===== src/design/cell_mon_pkg.sv =====
// Constants, register map and state codes of the cell monitor register bank.
// Assumes a 50 MHz system clock and an I2C master on the pins.
package cell_mon_pkg;

   localparam int REG_COUNT = 10;

   localparam logic [7:0] ADDR_SLEEP_REF_PUMP_MONITOR_CTRL = 8'h00;
   localparam logic [7:0] ADDR_BALANCE_SWITCH_CTRL = 8'h01;
   localparam logic [7:0] ADDR_CURRENT_MONITOR_SETTING = 8'h02;
   localparam logic [7:0] ADDR_SHORT_CURRENT_SETTING_ONE = 8'h03;
   localparam logic [7:0] ADDR_SHORT_CURRENT_SETTING_TWO = 8'h04;
   localparam logic [7:0] ADDR_SHORT_CURRENT_CONTROL = 8'h05;
   localparam logic [7:0] ADDR_OVER_TEMP_THERMAL_SETTING = 8'h06;
   localparam logic [7:0] ADDR_CHIP_STATE = 8'h07;
   localparam logic [7:0] ADDR_IRQ_MASK = 8'h08;
   localparam logic [7:0] ADDR_IRQ_FLAGS = 8'h09;
   localparam logic [7:0] REG_LIMIT = 8'h0a;

   typedef logic [REG_COUNT-1:0][7:0] reg_array_type;

   // Power-on values, highest address first
   localparam reg_array_type REG_RESET = {
      8'h00, 8'h00, 8'h00, 8'h92, 8'h03, 8'h01, 8'h81, 8'h00, 8'h00, 8'h80
   };

   localparam int SLEEP_HI_POS = 7;
   localparam int SLEEP_LO_POS = 6;
   localparam int REF_EN_POS = 5;
   localparam int MON_EN_POS = 4;
   localparam int PUMP_ON_POS = 3;
   localparam int CELL_SEL_MSB_POS = 2;
   localparam int CELL_SEL_LSB_POS = 0;
   localparam logic [1:0] SLEEP_ENTER_CODE = 2'h1;
   localparam logic SLEEP_RESET = 1'b0;

   localparam logic [6:0] SLAVE_ADDR = 7'h5d;
   localparam logic [2:0] LAST_BIT = 3'h7;

   localparam int CLK_HZ = 50_000_000;
   localparam int T_OUT_MS = 32;
   localparam int T_OUT_CYCLES = T_OUT_MS * (CLK_HZ / 1000);
   localparam int TOUT_W = 21;

   typedef enum logic [3:0] {
      ST_IDLE = 4'h0,
      ST_ADDR = 4'h1,
      ST_REG = 4'h2,
      ST_WDATA = 4'h3,
      ST_ACK_PEND = 4'h4,
      ST_ACK = 4'h5,
      ST_TX = 4'h6,
      ST_MACK = 4'h7,
      ST_TX_LOAD = 4'h8
   } i2c_state_type;

endpackage : cell_mon_pkg


===== src/design/cell_mon_ifs.sv =====
// Carriers between the link engine, the pin sampler and the register bank.
// Assumes all three sit on clock_i.
`timescale 1ns/1ps

interface reg_access_if;
   logic wr_stb;
   logic [7:0] addr;
   logic [7:0] wdata;
   logic [7:0] rdata;
   modport master (output wr_stb, output addr, output wdata, input rdata);
   modport slave (input wr_stb, input addr, input wdata, output rdata);
endinterface : reg_access_if

interface line_event_if;
   logic sda_level;
   logic scl_rise;
   logic scl_fall;
   logic start_seen;
   logic stop_seen;
   modport src (output sda_level, output scl_rise, output scl_fall,
      output start_seen, output stop_seen);
   modport dst (input sda_level, input scl_rise, input scl_fall,
      input start_seen, input stop_seen);
endinterface : line_event_if


===== src/design/i2c_pin_sampler.sv =====
// Two-stage synchronisers on the bus pins and line event detection.
// Assumes SCL and SDA arrive asynchronously and idle high.
`timescale 1ns/1ps

module i2c_pin_sampler
   import cell_mon_pkg::*;
(
   input wire logic clock_i,
   input wire logic sys_rst_i,
   input wire logic scl_i,
   input wire logic sda_i,
   line_event_if.src ev
);

   typedef struct packed {
      logic scl_meta;
      logic scl_sync;
      logic scl_prev;
      logic sda_meta;
      logic sda_sync;
      logic sda_prev;
   } sampler_state_type;

   sampler_state_type cur_ff;
   sampler_state_type nxt_ff;

   always_comb begin
      nxt_ff.scl_meta = scl_i;
      nxt_ff.scl_sync = cur_ff.scl_meta;
      nxt_ff.scl_prev = cur_ff.scl_sync;
      nxt_ff.sda_meta = sda_i;
      nxt_ff.sda_sync = cur_ff.sda_meta;
      nxt_ff.sda_prev = cur_ff.sda_sync;
   end

   always_ff @(posedge clock_i or posedge sys_rst_i) begin
      if (sys_rst_i) begin
         cur_ff <= '1;
      end else begin
         cur_ff <= nxt_ff;
      end
   end

   // Start and stop are SDA edges while SCL stays high
   assign ev.sda_level = cur_ff.sda_sync;
   assign ev.scl_rise = cur_ff.scl_sync & ~cur_ff.scl_prev;
   assign ev.scl_fall = ~cur_ff.scl_sync & cur_ff.scl_prev;
   assign ev.start_seen = cur_ff.scl_sync & cur_ff.scl_prev &
      cur_ff.sda_prev & ~cur_ff.sda_sync;
   assign ev.stop_seen = cur_ff.scl_sync & cur_ff.scl_prev &
      ~cur_ff.sda_prev & cur_ff.sda_sync;

endmodule : i2c_pin_sampler


===== src/design/cell_regs_bank.sv =====
// Ten 8-bit control and status registers of the cell monitor.
// Assumes status inputs are driven by logic on clock_i.
`timescale 1ns/1ps

module cell_regs_bank
   import cell_mon_pkg::*;
(
   input wire logic clock_i,
   input wire logic sys_rst_i,
   reg_access_if.slave acc,
   input wire logic [7:0] chip_state_i,
   input wire logic [7:0] irq_flags_i,
   output logic [REG_COUNT-1:0][7:0] reg_val_o,
   output logic sleep_enter_o
);

   typedef struct packed {
      reg_array_type regs;
      logic sleep;
   } bank_state_type;

   bank_state_type cur_ff;
   bank_state_type nxt_ff;

   always_comb begin
      nxt_ff = cur_ff;
      for (int i = 0; i < REG_COUNT; i++) begin
         if (acc.wr_stb && acc.addr == 8'(i)) begin
            nxt_ff.regs[i] = acc.wdata;
         end
      end
      // Read-only registers follow their sources, writes are lost
      nxt_ff.regs[ADDR_CHIP_STATE[3:0]] = chip_state_i;
      nxt_ff.regs[ADDR_IRQ_FLAGS[3:0]] = irq_flags_i;
      nxt_ff.sleep = {nxt_ff.regs[0][SLEEP_HI_POS],
         nxt_ff.regs[0][SLEEP_LO_POS]} == SLEEP_ENTER_CODE;
   end

   always_ff @(posedge clock_i or posedge sys_rst_i) begin
      if (sys_rst_i) begin
         cur_ff.regs <= REG_RESET;
         cur_ff.sleep <= SLEEP_RESET;
      end else begin
         cur_ff <= nxt_ff;
      end
   end

   // Unmapped addresses read as zero
   always_comb begin
      acc.rdata = 8'h00;
      if (acc.addr < REG_LIMIT) begin
         acc.rdata = cur_ff.regs[acc.addr[3:0]];
      end
   end

   assign reg_val_o = cur_ff.regs;
   assign sleep_enter_o = cur_ff.sleep;

endmodule : cell_regs_bank


===== src/design/cell_monitor_ctrl_regs.sv =====
// I2C slave register interface and control decode of the cell monitor.
// Assumes an I2C master on SCL/SDA with external pull-ups, SCL low and
// high phases of at least eight clock_i cycles each.
`timescale 1ns/1ps

// What this block does
// Ten 8-bit registers, two read-only.
// Power-on values per register loaded.
// Only sleep code 01 enters sleep.
// Bit 5 enables reference output.
// Bit 4 enables cell voltage monitor.
// Bit 3 enables charge pump.
// Bits 2..0 select monitored cell.
// Register 01H bits close balance switches.
// Master clears balancing before measuring; this block does not enforce it.
// Write: address, register byte, data bytes.
// Read: set pointer, then read bytes.
// Read-only writes ignored; pointer auto-increments.
module cell_monitor_ctrl_regs
   import cell_mon_pkg::*;
#(
   parameter int unsigned TIMEOUT_CYCLES = T_OUT_CYCLES
)
(
   input wire logic clock_i,
   input wire logic sys_rst_i,
   input wire logic scl_i,
   input wire logic sda_i,
   output logic sda_o,
   output logic sda_oe_n_o,
   input wire logic [7:0] chip_state_i,
   input wire logic [7:0] irq_flags_i,
   output logic sleep_enter_o,
   output logic ref_out_en_o,
   output logic monitor_en_o,
   output logic pump_on_o,
   output logic [2:0] cell_sel_o,
   output logic [7:0] balance_en_o,
   output logic [7:0] current_monitor_setting_o,
   output logic [7:0] short_current_setting_one_o,
   output logic [7:0] short_current_setting_two_o,
   output logic [7:0] short_current_control_o,
   output logic [7:0] over_temp_thermal_setting_o,
   output logic [7:0] irq_mask_o
);

   typedef struct packed {
      i2c_state_type st;
      i2c_state_type after;
      logic [7:0] shreg;
      logic [2:0] bitcnt;
      logic [7:0] ptr;
      logic sda_low;
      logic wr_stb;
      logic [7:0] wr_addr;
      logic [7:0] wdata;
      logic [TOUT_W-1:0] tcount;
   } link_state_type;

   localparam logic [TOUT_W-1:0] TOUT_LAST = TOUT_W'(TIMEOUT_CYCLES - 1);

   link_state_type cur_ff;
   link_state_type nxt_ff;
   logic [7:0] rx_byte;
   logic [REG_COUNT-1:0][7:0] reg_val;

   reg_access_if acc ();
   line_event_if ev ();

   i2c_pin_sampler u_sampler (
      .clock_i(clock_i),
      .sys_rst_i(sys_rst_i),
      .scl_i(scl_i),
      .sda_i(sda_i),
      .ev(ev)
   );

   cell_regs_bank u_bank (
      .clock_i(clock_i),
      .sys_rst_i(sys_rst_i),
      .acc(acc),
      .chip_state_i(chip_state_i),
      .irq_flags_i(irq_flags_i),
      .reg_val_o(reg_val),
      .sleep_enter_o(sleep_enter_o)
   );

   assign rx_byte = {cur_ff.shreg[6:0], ev.sda_level};

   always_comb begin
      nxt_ff = cur_ff;
      nxt_ff.wr_stb = 1'b0;
      if (cur_ff.st != ST_IDLE) begin
         nxt_ff.tcount = cur_ff.tcount + 1'b1;
      end
      // Bus time-out restarts on every SCL falling edge
      if (ev.scl_fall) begin
         nxt_ff.tcount = '0;
      end
      if (ev.start_seen) begin
         nxt_ff.st = ST_ADDR;
         nxt_ff.bitcnt = '0;
         nxt_ff.sda_low = 1'b0;
         nxt_ff.tcount = '0;
      end else if (ev.stop_seen ||
            (cur_ff.st != ST_IDLE && cur_ff.tcount == TOUT_LAST)) begin
         nxt_ff.st = ST_IDLE;
         nxt_ff.sda_low = 1'b0;
         nxt_ff.tcount = '0;
      end else begin
         unique case (cur_ff.st)
            ST_IDLE: begin
               nxt_ff.sda_low = 1'b0;
            end
            ST_ADDR, ST_REG, ST_WDATA: begin
               if (ev.scl_rise) begin
                  nxt_ff.shreg = rx_byte;
                  nxt_ff.bitcnt = cur_ff.bitcnt + 1'b1;
                  if (cur_ff.bitcnt == LAST_BIT) begin
                     nxt_ff.st = ST_ACK_PEND;
                     nxt_ff.after = ST_WDATA;
                     if (cur_ff.st == ST_ADDR) begin
                        if (rx_byte[7:1] != SLAVE_ADDR) begin
                           nxt_ff.st = ST_IDLE;
                        end else if (rx_byte[0]) begin
                           nxt_ff.after = ST_TX;
                        end else begin
                           nxt_ff.after = ST_REG;
                        end
                     end else if (cur_ff.st == ST_REG) begin
                        nxt_ff.ptr = rx_byte;
                     end else begin
                        nxt_ff.wr_stb = 1'b1;
                        nxt_ff.wr_addr = cur_ff.ptr;
                        nxt_ff.wdata = rx_byte;
                        nxt_ff.ptr = cur_ff.ptr + 1'b1;
                     end
                  end
               end
            end
            ST_ACK_PEND: begin
               if (ev.scl_fall) begin
                  nxt_ff.sda_low = 1'b1;
                  nxt_ff.st = ST_ACK;
               end
            end
            ST_ACK: begin
               if (ev.scl_fall) begin
                  nxt_ff.bitcnt = '0;
                  if (cur_ff.after == ST_TX) begin
                     nxt_ff.shreg = acc.rdata;
                     nxt_ff.sda_low = ~acc.rdata[7];
                     nxt_ff.st = ST_TX;
                  end else begin
                     nxt_ff.sda_low = 1'b0;
                     nxt_ff.st = cur_ff.after;
                  end
               end
            end
            ST_TX: begin
               if (ev.scl_fall) begin
                  if (cur_ff.bitcnt == LAST_BIT) begin
                     nxt_ff.sda_low = 1'b0;
                     nxt_ff.st = ST_MACK;
                  end else begin
                     nxt_ff.bitcnt = cur_ff.bitcnt + 1'b1;
                     nxt_ff.shreg = {cur_ff.shreg[6:0], 1'b0};
                     nxt_ff.sda_low = ~cur_ff.shreg[6];
                  end
               end
            end
            ST_MACK: begin
               if (ev.scl_rise) begin
                  nxt_ff.ptr = cur_ff.ptr + 1'b1;
                  nxt_ff.st = ev.sda_level ? ST_IDLE : ST_TX_LOAD;
               end
            end
            ST_TX_LOAD: begin
               if (ev.scl_fall) begin
                  nxt_ff.shreg = acc.rdata;
                  nxt_ff.sda_low = ~acc.rdata[7];
                  nxt_ff.bitcnt = '0;
                  nxt_ff.st = ST_TX;
               end
            end
            default: begin
               nxt_ff.st = ST_IDLE;
               nxt_ff.sda_low = 1'b0;
            end
         endcase
      end
   end

   always_ff @(posedge clock_i or posedge sys_rst_i) begin
      if (sys_rst_i) begin
         cur_ff.st <= ST_IDLE;
         cur_ff.after <= ST_IDLE;
         cur_ff.shreg <= '0;
         cur_ff.bitcnt <= '0;
         cur_ff.ptr <= '0;
         cur_ff.sda_low <= 1'b0;
         cur_ff.wr_stb <= 1'b0;
         cur_ff.wr_addr <= '0;
         cur_ff.wdata <= '0;
         cur_ff.tcount <= '0;
      end else begin
         cur_ff <= nxt_ff;
      end
   end

   // Write address is shown only during the one-cycle strobe
   assign acc.wr_stb = cur_ff.wr_stb;
   assign acc.addr = cur_ff.wr_stb ? cur_ff.wr_addr : cur_ff.ptr;
   assign acc.wdata = cur_ff.wdata;

   // Open-drain data line: only ever pulled low
   assign sda_o = 1'b0;
   assign sda_oe_n_o = ~cur_ff.sda_low;

   // Analog control decode
   assign ref_out_en_o = reg_val[0][REF_EN_POS];
   assign monitor_en_o = reg_val[0][MON_EN_POS];
   assign pump_on_o = reg_val[0][PUMP_ON_POS];
   assign cell_sel_o = reg_val[0][CELL_SEL_MSB_POS:CELL_SEL_LSB_POS];
   assign balance_en_o = reg_val[ADDR_BALANCE_SWITCH_CTRL[3:0]];
   assign current_monitor_setting_o =
      reg_val[ADDR_CURRENT_MONITOR_SETTING[3:0]];
   assign short_current_setting_one_o =
      reg_val[ADDR_SHORT_CURRENT_SETTING_ONE[3:0]];
   assign short_current_setting_two_o =
      reg_val[ADDR_SHORT_CURRENT_SETTING_TWO[3:0]];
   assign short_current_control_o = reg_val[ADDR_SHORT_CURRENT_CONTROL[3:0]];
   assign over_temp_thermal_setting_o =
      reg_val[ADDR_OVER_TEMP_THERMAL_SETTING[3:0]];
   assign irq_mask_o = reg_val[ADDR_IRQ_MASK[3:0]];

endmodule : cell_monitor_ctrl_regs


===== config.mk =====
export PLATFORM = sky130hd
export DESIGN_NAME = cell_monitor_ctrl_regs
export DESIGN_NICKNAME = d
export VERILOG_FILES = /design/src/design/cell_mon_pkg.sv /design/src/design/cell_mon_ifs.sv /design/src/design/i2c_pin_sampler.sv /design/src/design/cell_regs_bank.sv /design/src/design/cell_monitor_ctrl_regs.sv
export SDC_FILE = /design/constraint.sdc
export NUM_CORES = 1
export LEC_CHECK = 0
export BUFFER_PORTS_ARGS = -buffer_cell sky130_fd_sc_hd__buf_2
export CELL_PAD_IN_SITES_DETAIL_PLACEMENT = 2
export CELL_PAD_IN_SITES_GLOBAL_PLACEMENT = 2
export CORE_MARGIN = 2
export CORE_UTILIZATION = 42
export CTS_CLUSTER_DIAMETER = 80
export DETAILED_ROUTE_END_ITERATION = 6
export GPL_ROUTABILITY_DRIVEN = 1
export MAX_ROUTING_LAYER = met4
export PLACE_DENSITY_LB_ADDON = 0.15
export RECOVER_POWER = 100
export SETUP_SLACK_MARGIN = 0.4
export SLEW_MARGIN = 15
export SYNTH_ARGS = -nofsm -noshare
export SYNTH_HDL_FRONTEND = slang
export SYNTH_SLANG_ARGS = --single-unit

===== constraint.sdc =====
create_clock -name clock_i -period 7.5 [get_ports clock_i]
set_input_delay 1.125 -clock clock_i [delete_from_list [all_inputs] [get_ports clock_i]]
set_output_delay 1.125 -clock clock_i [all_outputs]
set_load 0.02 [all_outputs]

-- Word-level counts from Yosys, hierarchy flattened
Cells that the tools add are included.
- magnitude comparators: 2
- mux-type cells: 55
- reduce and logical (&&, ||, !) cells: 26
- bitwise gates (word level): 18
- add/sub/neg operators: 3
- eq/ne operators: 45
- operators by type and width (operator ; number):
    two-way mux 17 bit ; 7
    two-way mux 21 bit ; 4
    two-way mux 8 bit ; 9
    two-way mux 10 bit ; 4
    two-way mux 4 bit ; 10
    case mux 10 bit (4 select lines) ; 1
    binary-select mux 8 bit (select 4 bit) ; 1
    != test 4 bit (second input constant) ; 8
    case mux 4 bit (7 select lines) ; 1
    two-way mux 27 bit ; 1
    equality test 8 x 3 -> 1 bit (second input constant) ; 3
    adder 21 x 1 -> 21 bit (second input constant) ; 1
    equality test 21 bit (second input constant) ; 1
    AND reduction 7 bit ; 3
    equality test 4 x 3 -> 1 bit (second input constant) ; 5
    != test 2 bit (second input constant) ; 10
    != test 3 bit (second input constant) ; 6
    AND reduction 9 bit ; 2
    equality test 8 x 2 -> 1 bit (second input constant) ; 2
    case mux 8 bit (2 select lines) ; 1
    two-way mux 7 bit ; 2
    two-way mux 3 bit ; 4
    nonzero test 4 bit ; 3
    two-way mux 11 bit ; 1
    26 further kinds ; 59
- bits of input ports: 20
- register bits after elaboration: 152
- word-level logic and storage cells: 177

-- Logic depth before layout (Yosys ltp)
Gate-level depths: netlist of the first run.
- depth in word-level cells: 10
- depth in mapped cells: 10

-- Cells and area by module
A second synthesis of the first run with hierarchy kept.
- cell total of the unflattened synthesis: 621
- area, all modules: 7591.0 sq um
- by module, submodules not included (module ; instances ; seq. area each (sq um) ; cells an instance ; area an instance (sq um)):
    cell_monitor_ctrl_regs ; 1 ; 1601.5 ; 373 ; 3759.9
    cell_regs_bank ; 1 ; 2038.2 ; 237 ; 3637.2
    i2c_pin_sampler ; 1 ; 157.7 ; 11 ; 193.9

-- Worst setup path before layout of the first run
Ideal clock, no wire load.
- kind: register to register
- from: register cur_ff[62] (netlist bit)
- to: register cur_ff[63] (netlist bit)
- arrival time: 2.161 ns
- cell stages (with the launch flop): 10
- period minus slack after synthesis: 2.288 ns
- slack: 5.212 ns
- required time: 7.373 ns
- cell sequence: dfrtp_1 -> buf_6 -> or4_4 -> buf_6 -> and4_4 -> buf_6 -> a32oi_2 -> buf_6 -> nand2_2 -> mux2_1
- longest elaborated chain between the ends: 7
- elaborated cells on any way between the ends: 29
- classes of those cells: 17 x eq/ne; 6 x mux; 6 x reduce/logical
- ends and longest elaborated chain (item ; line ; RTL):
    start, declared ; cell_monitor_ctrl_regs.sv:62 ; link_state_type cur_ff;
    start signal, assigned ; cell_monitor_ctrl_regs.sv:207 ; cur_ff <= nxt_ff;
    equality test 4 x 1 -> 1 bit ; cell_monitor_ctrl_regs.sv:111, cell_monitor_ctrl_regs.sv:122 ;
    two-way mux 7 bit ; cell_monitor_ctrl_regs.sv:122 ; if (cur_ff.st == ST_ADDR) begin
    two-way mux 8 bit ; cell_monitor_ctrl_regs.sv:119 ; if (cur_ff.bitcnt == LAST_BIT) begin
    two-way mux 27 bit ; cell_monitor_ctrl_regs.sv:116 ; if (ev.scl_rise) begin
    case mux 4 bit (7 select lines) ; cell_monitor_ctrl_regs.sv:111 ; unique case (cur_ff.st)
    two-way mux 4 bit ; cell_monitor_ctrl_regs.sv:105 ; end else if (ev.stop_seen ||
    two-way mux 4 bit ; cell_monitor_ctrl_regs.sv:100 ; if (ev.start_seen) begin
Several ways; a longest one is shown, not always the timed one. The select of a mux whose other input is x is not followed.
A chain may end at the register's enable or synchronous reset.

==> results of run 1 <==
==> metrics by stage <==
stage	hold WS [ns]	total power (W)
after floorplan	0.345	0.000901
after global placement	0.347	0.000917
after detailed placement	0.351	0.000923
after CTS	0.361	0.00179
after global routing	0.373	0.00182
final	0.367	0.00177
==> logic make-up (layout without fill, tap and decap cells) <==
kind of cell    after synthesis  after routing  share of synthesized area, %
simple gates                255            255                          16.6
flops                       151            151                          47.0
compound gates              135            135                          11.6
buf+inv                     112            127                          8.64
mux                          96             96                          13.3
xor+xnor                     21             21                          2.28
fa+ha+maj                     4              4                         0.619
other cells                   1              2                        0.0464
==> path summary, 6_finish.rpt <==
check | start | end | slack, ns | cells after the start
setup / recovery | sys_rst_i | u_bank.reg_val_o[48]$_DFFE_PP0P_ | 2.79 | 3
hold / removal | u_sampler.cur_ff[5]$_DFF_PP1_ | u_sampler.cur_ff[4]$_DFF_PP1_ | 0.37 | 0
setup reg to reg | cur_ff[62]$_DFFE_PP0P_ | acc.wdata[3]$_DFFE_PP0P_ | 2.95 | 6
hold reg to reg | u_sampler.cur_ff[5]$_DFF_PP1_ | u_sampler.cur_ff[4]$_DFF_PP1_ | 0.37 | 0
max in group clock_i | cur_ff[62]$_DFFE_PP0P_ | acc.wdata[3]$_DFFE_PP0P_ | 2.95 | 6
min in group asynchronous | sys_rst_i | u_bank.reg_val_o[77]$_DFF_PP0_ | 1.61 | 2
==> routing by layer <==
metal | vias up | global-route usage [%] | wire [um]
li1 | 2720 | - | -
met1 | 3267 | 34.4 | 11100
met5 | - | - | 0
met3 | 24 | 4.02 | 886
met2 | 133 | 44.0 | 12700
met4 | 0 | 7.66 | 358
==> cell usage in the layout, fill, tap and decap left out, types with 6 or more instances in the layout <==
master | Yosys | layout
nor4_1 | 9 | 10
nor2b_1 | 12 | 12
and2_1 | 8 | 8
nand2b_1 | 15 | 15
o22ai_1 | 16 | 16
mux2i_1 | 17 | 17
nand2_1 | 74 | 76
xnor2_1 | 7 | 7
nor3b_1 | 7 | 7
a32oi_1 | 6 | 7
nor2_1 | 58 | 57
a21oi_1 | 19 | 19
clkbuf_1 | 21 | 65
a211oi_1 | 6 | 6
o21ai_0 | 21 | 27
buf_2 | 6 | 18
clkbuf_16 | 0 | 17
dfstp_2 | 15 | 13
nor3_1 | 10 | 11
mux2_2 | 77 | 74
inv_1 | 10 | 9
and3_1 | 11 | 11
xor2_1 | 14 | 14
dfrtp_1 | 136 | 136
nand3_1 | 14 | 15
a22oi_1 | 8 | 8
==> state kept, by name (all words and copies together), names as in the netlist <==
signal,count
u_bank.reg_val_o,80
cur_ff,55
acc.wdata,8
u_sampler.cur_ff,5
acc.wr_stb,1
u_bank.sleep_enter_o,1
u_sampler.ev.sda_level,1
==> power by group through the flow <==
stage / sequential, W / clock, W / combinational, W
3_5_place_dp: 0.000858 / 0 / 0.0000656
6_report: 0.000842 / 0.000865 / 0.0000622
3_3_place_gp: 0.000855 / 0 / 0.0000619
2_1_floorplan: 0.000847 / 0 / 0.0000541
5_1_grt: 0.000844 / 0.000906 / 0.0000700
4_1_cts: 0.000842 / 0.000881 / 0.0000665
==> area by class of cell <==
cell class	count	area share, %
antenna	1	0.0291
clock buffer	17	4.95
clock inverter	15	1.85
inverter	11	0.495
multi-input combinational	512	41.1
sequential	151	44.2
tap	234	3.41
timing repair buffer	84	3.95
==> metrics.txt, run 1 <==
max-cap violations=3; # DRC=0; Cell variety after synth=~80; most numerous cell in the Yosys netlist=dfrtp_1; Port Buffers=83; CP top delay family=buffers and inverters; Clock Latency Late Sink=~0.44 ns; via-per-instance ratio=about 6.0; crit end category=async pin; Die Width=~140 um; Worst Hold Class=flip-flop to flip-flop; pre-CTS WS=about 3.8 ns; 1st-pass router iterations=4; sw frac=25.6%; CTS tree=yes; GPL Wtd Cong=a little under 0.9; I/O pins=85; cell breakdown of the critical path=buf_2, clkinvlp_2, clkbuf_2; Flop pwr share=between 40% and 50%; Post-synth top cells=dfrtp_1 (136), mux2_2 (77), nand2_1 (74); Layout Cells excl Fill=roughly 1000; register bit total from synthesis=around 150; fill count=2012; vias in the first global route=~6800; worst setup margin=2.79 ns; CP Buf/Inv Count=3; first-pass GRT wire length=~40000 um; post-layout util=a little under half; Synth Cell Area=around 0.008 mm2; Internal=approximately 0.0013 W; Total Routing Usage GR=around a quarter; Ys Warns=0; initial antenna violation count=1; clk_skew=about 0.014 ns; combinational share of power=3.5%; CP Class=primary input to async pin; top fanout value on the critical path=~80; RSZ-0062 raised after global routing=no; Post-synth EDFFs=0; required time worst endpoint=~7.6 ns; slowest cell on the critical path=clkinvlp_2; CP startpoint kind=primary input; Arr. time, crit path=4.83 ns; hold buffers post-CTS=0; DIE AREA=0.0204 mm2; Initial Utilization=43.1%; Num CTS Buffers=17; Post-Route WL=25000 um; syn avg cell area=around 10 um2; Syn Inst Count=roughly 780; Antenna Violating Nets Remaining=0; status=finished, violations left; Worst VDD drop=roughly 0.16 mV; Top FF cell, synth=dfrtp_1; Clock transition at path regs=0.07 ns; routed len/inst=between 20 and 25 um; slew margin rel.=-112%; Final Hold Fails=0; pin slew with the least headroom to its limit=between 3 and 4 ns; Final Max Tran Viols=about 170; pin count of the biggest net entering global routing=82; Fmax achieved=between 200 and 250 MHz; GRT overflow=0; syn nets=799; Critical Path Max Stage Delay=between 1.5 and 2 ns; minimum clock period=~4.7 ns; final setup fails=0; Area Overhead vs Synth=6.33%; post-CTS setup buffers=0; top cells by area, synth=dfrtp_1 (42%), mux2_2 (11%), buf_4 (5.6%), dfstp_2 (4.9%), nand2_1 (3.4%); CTS Sinks=roughly 150; ys async rst share=100%; Lkg Pwr=approximately 3.8 nW; H-tree levels=4; area of the multi-input gates=roughly 0.0035 mm2; P per Cell Area=206 mW/mm2; Final nets=801; clock network fraction of total power=around half; layout cells sized above 1=about a fifth; failing checks=max-capacitance violations, max-slew violations; HPWL after DPL=around 18000 um; Clock Tree Buf Depth=2; post-route setup TNS=0 ns; post-synth top area cell=dfrtp_1; Vias=6144; total core area=0.0188 mm2; Core Rows=50; net switching power of the design=0.000452 W; DR iter-0 viols=roughly 340; sequential element share of the synthesized area=between 40% and 50%; storage element area=0.00380 mm2; Area after DPL=~0.0081 mm2; post-cts resize count=0; post-route cell area=around 0.0086 mm2; crit share post-route=a little over three fifths; Post-Place Cells=992; Root Driver=clkbuf_16; Yosys top cell area share=42.1%; Die Y=143 um
(Power assumes the default switching activity.)
==> run 2: changes to the inputs <==
- ABC_AREA: unset -> 1
- CORE_UTILIZATION: 42 -> 32
- clock period: 7.5 -> 4.17 ns (I/O delays scaled with it)
==> run 2 against run 1 <==
Net effect: the flow still finishes with violations (max-capacitance violations, max-slew violations); sequential cell count unchanged; first-iteration DRC count down 9.1%; final area up 4.5%; combinational power rose to 3.6 times the previous value; utilization down 11 points; area after synthesis up 4.7%; wire length up 6.3%; clock skew about the same; via count up 13%; clock-buffer cell count up 1; largest cell class unchanged.
==> metrics.txt, run 2 <==
status=finished, violations left; failing checks=max-capacitance violations, max-slew violations; hold buffers post-CTS=0 (unchanged); pin count of the biggest net entering global routing=67 (-18%); flop2flop setup slack=1.14 ns (-1.81 ns); required time worst endpoint=4.50 ns (-3.12 ns); H-tree levels=4 (unchanged); total power=0.00339 W (+92%); Post-Place Cells=1392 (+40%); CP top delay family=simple AND/OR/NAND/NOR gates; slowest cell on the critical path=dfrtp_1; post-CTS setup buffers=0 (unchanged); 1st-pass router iterations=4 (unchanged); Area Overhead vs Synth=6.08%; Total Routing Usage GR=20.6% (-6.1 points); Final nets=1100 (+37%); Clock Latency Late Sink=0.44 ns (about the same); Arr. time, crit path=3.37 ns (-1.46 ns); top cells by area, synth=dfrtp_1 (40%), nand2_1 (11%), buf_4 (5.5%), inv_1 (5.1%), nor2_1 (4.7%); commonest non-fill, non-tap cells in the layout=nand2_1 (268), dfrtp_1 (136), inv_1 (116); total core area=0.0260 mm2 (+38%); Top FF cell, synth=dfrtp_1; fill count=3111 (+55%); first-pass GRT wire length=43500 um (+9.2%); RSZ-0062 raised after global routing=no; commonest non-fill, non-tap cell in the layout=nand2_1; CP Buf/Inv Count=0 (-3); Clock Tree Buf Depth=2 (unchanged); ant diodes=0 (-1); Final Max Tran Viols=140 (-17%); pin slew with the least headroom to its limit=2.43 ns (-0.733 ns); Initial Utilization=32.6% (-10 points); Layout Cells excl Fill=1424 (+39%); post-route setup TNS=0 ns (unchanged); Port Buffers=83 (unchanged); Post-Route WL=26600 um (+6.3%); HPWL after DPL=20000 um (+14%); crit share post-route=between 70 and 80%; Vias=6923 (+13%); crit end category=flip-flop; top fanout value on the critical path=16 (-80%); syn nets=1078 (+35%); I/O pins=85 (unchanged); P per Cell Area=378 mW/mm2 (+83%); Yosys top cell area share=40.2% (-1.9 points); Post-synth EDFFs=0 (unchanged); Clock transition at path regs=0.07 ns (about the same); Ys Warns=0 (unchanged); Fmax achieved=330 MHz; Synth Cell Area=0.00846 mm2 (+4.7%); minimum clock period=a little over 3 ns; most numerous cell in the Yosys netlist=nand2_1; via-per-instance ratio=4.86 (-19%); Lkg Pwr=4.21 nW (+11%); storage element area=0.00380 mm2 (unchanged); Core Rows=59 (+18%); CP Class=flip-flop to flip-flop; Cell variety after synth=45 (-42%); register bit total from synthesis=151 (unchanged); area of the multi-input gates=0.00335 mm2 (-5.3%); CTS tree=yes; slew margin rel.=-62.0% (+50 points); post-cts resize count=0 (unchanged); DIE AREA=0.0278 mm2 (+36%); Worst VDD drop=0.164 mV (+1.8%); post-layout util=34.5% (-11 points); clk_skew=0.0142 ns (-0.0000803 ns); cell breakdown of the critical path=o21ai_2, nor2_1, nand3_1, o21ai_0; final setup fails=0 (unchanged); Worst Hold Class=primary input to async pin; sequential element share of the synthesized area=44.9% (-2.1 points); CTS Sinks=151 (unchanged); routed len/inst=18.7 um (-23%); Post-synth top cells=nand2_1 (255), dfrtp_1 (136), inv_1 (116); GRT overflow=0 (unchanged); Die Y=167 um (+17%); max-cap violations=3 (unchanged); initial antenna violation count=0 (-1); DR iter-0 viols=308 (-9.1%); syn avg cell area=8.03 um2 (-23%); Largest register FFs=80 (unchanged); Die Width=167 um (+17%); Syn Inst Count=1054 (+36%); layout cells sized above 1=9.83% (-9.2 points); post-synth top area cell=dfrtp_1; vias in the first global route=7463 (+11%); CP startpoint kind=flip-flop; ys async rst share=100% (unchanged); GPL Wtd Cong=0.822 (-5.6%); # DRC=0 (unchanged); Root Driver=clkbuf_16; Antenna Violating Nets Remaining=0 (unchanged); Critical Path Max Stage Delay=0.86 ns (-0.92 ns); Num CTS Buffers=17 (unchanged); Final Hold Fails=0 (unchanged)
==> run 2: cell types whose count changed in the layout (fill, tap and decap cells not counted), moves of 55 or more <==
cell,delta
inv_1,+107
mux2_2,-74
nand2_1,+192
nand3_1,+55
nor2_1,+56
o21ai_0,+73
==> run 2: path summary, 6_finish.rpt <==
kind,startpoint,depth (start not counted),end
max,acc.wr_stb$_DFF_PP0_,4,u_bank.reg_val_o[19]$_DFFE_PP0P_
min,sys_rst_i,2,u_bank.reg_val_o[15]$_DFFE_PP0P_
max reg2reg,acc.wr_stb$_DFF_PP0_,4,u_bank.reg_val_o[19]$_DFFE_PP0P_
min reg2reg,u_sampler.cur_ff[2]$_DFF_PP1_,0,u_sampler.ev.sda_level$_DFF_PP1_
max in group asynchronous,sys_rst_i,3,cur_ff[49]$_DFFE_PP0P_
min in group clock_i,sda_i,1,u_sampler.cur_ff[2]$_DFF_PP1_
==> run 2: cell type report <==
| class | instances | area share [%] |
|---|---|---|
| Sequential cell | 151 | 42.3 |
| Multi-Input combinational cell | 697 | 37.3 |
| Inverter | 121 | 5.07 |
| Clock buffer | 18 | 4.78 |
| Tap cell | 335 | 4.67 |
| Timing Repair Buffer | 88 | 4.04 |
| Clock inverter | 14 | 1.83 |
==> run 2: report_power, final <==
part	switching [W]	internal, W	leakage [nW]
sequential	0.0000461	0.00152	2.00
clock	0.000699	0.000900	0.286
combinational	0.000171	0.0000559	1.92
==> run 2: cells by family (layout without fill, tap and decap cells) <==
kind of cell / Yosys count / count (layout) / share of synthesized area, %
AO/OA/AOI/OAI: 157 / 157 / 10.9
flip-flops: 151 / 151 / 44.9
buffers and inverters: 206 / 241 / 13.1
adder cells (fa/ha/maj): 4 / 4 / 0.591
XOR/XNOR: 15 / 15 / 1.55
AND/OR/NAND/NOR: 520 / 520 / 28.9
other: 1 / 1 / 0.0443
==> run 2: per-stage QoR <==
step           hold slack [ns]  setup slack [ns]  area (um2)
3_3_place_gp             0.347              1.70        8690
2_1_floorplan            0.345              1.65        8470
5_1_grt                  0.268             0.741        8980
4_1_cts                  0.167              1.57        9290
3_5_place_dp             0.352              1.59        8690
6_report                 0.247              1.14        8980
==> run 2: routing by layer <==
| metal | wire, um | vias to the layer above | track usage (%) |
|---|---|---|---|
| met2 | 13600 | 89 | 35.4 |
| met4 | 316 | 0 | 4.87 |
| met5 | 0 | - | - |
| met3 | 650 | 20 | 2.78 |
| li1 | - | 3327 | - |
| met1 | 12100 | 3487 | 25.8 |
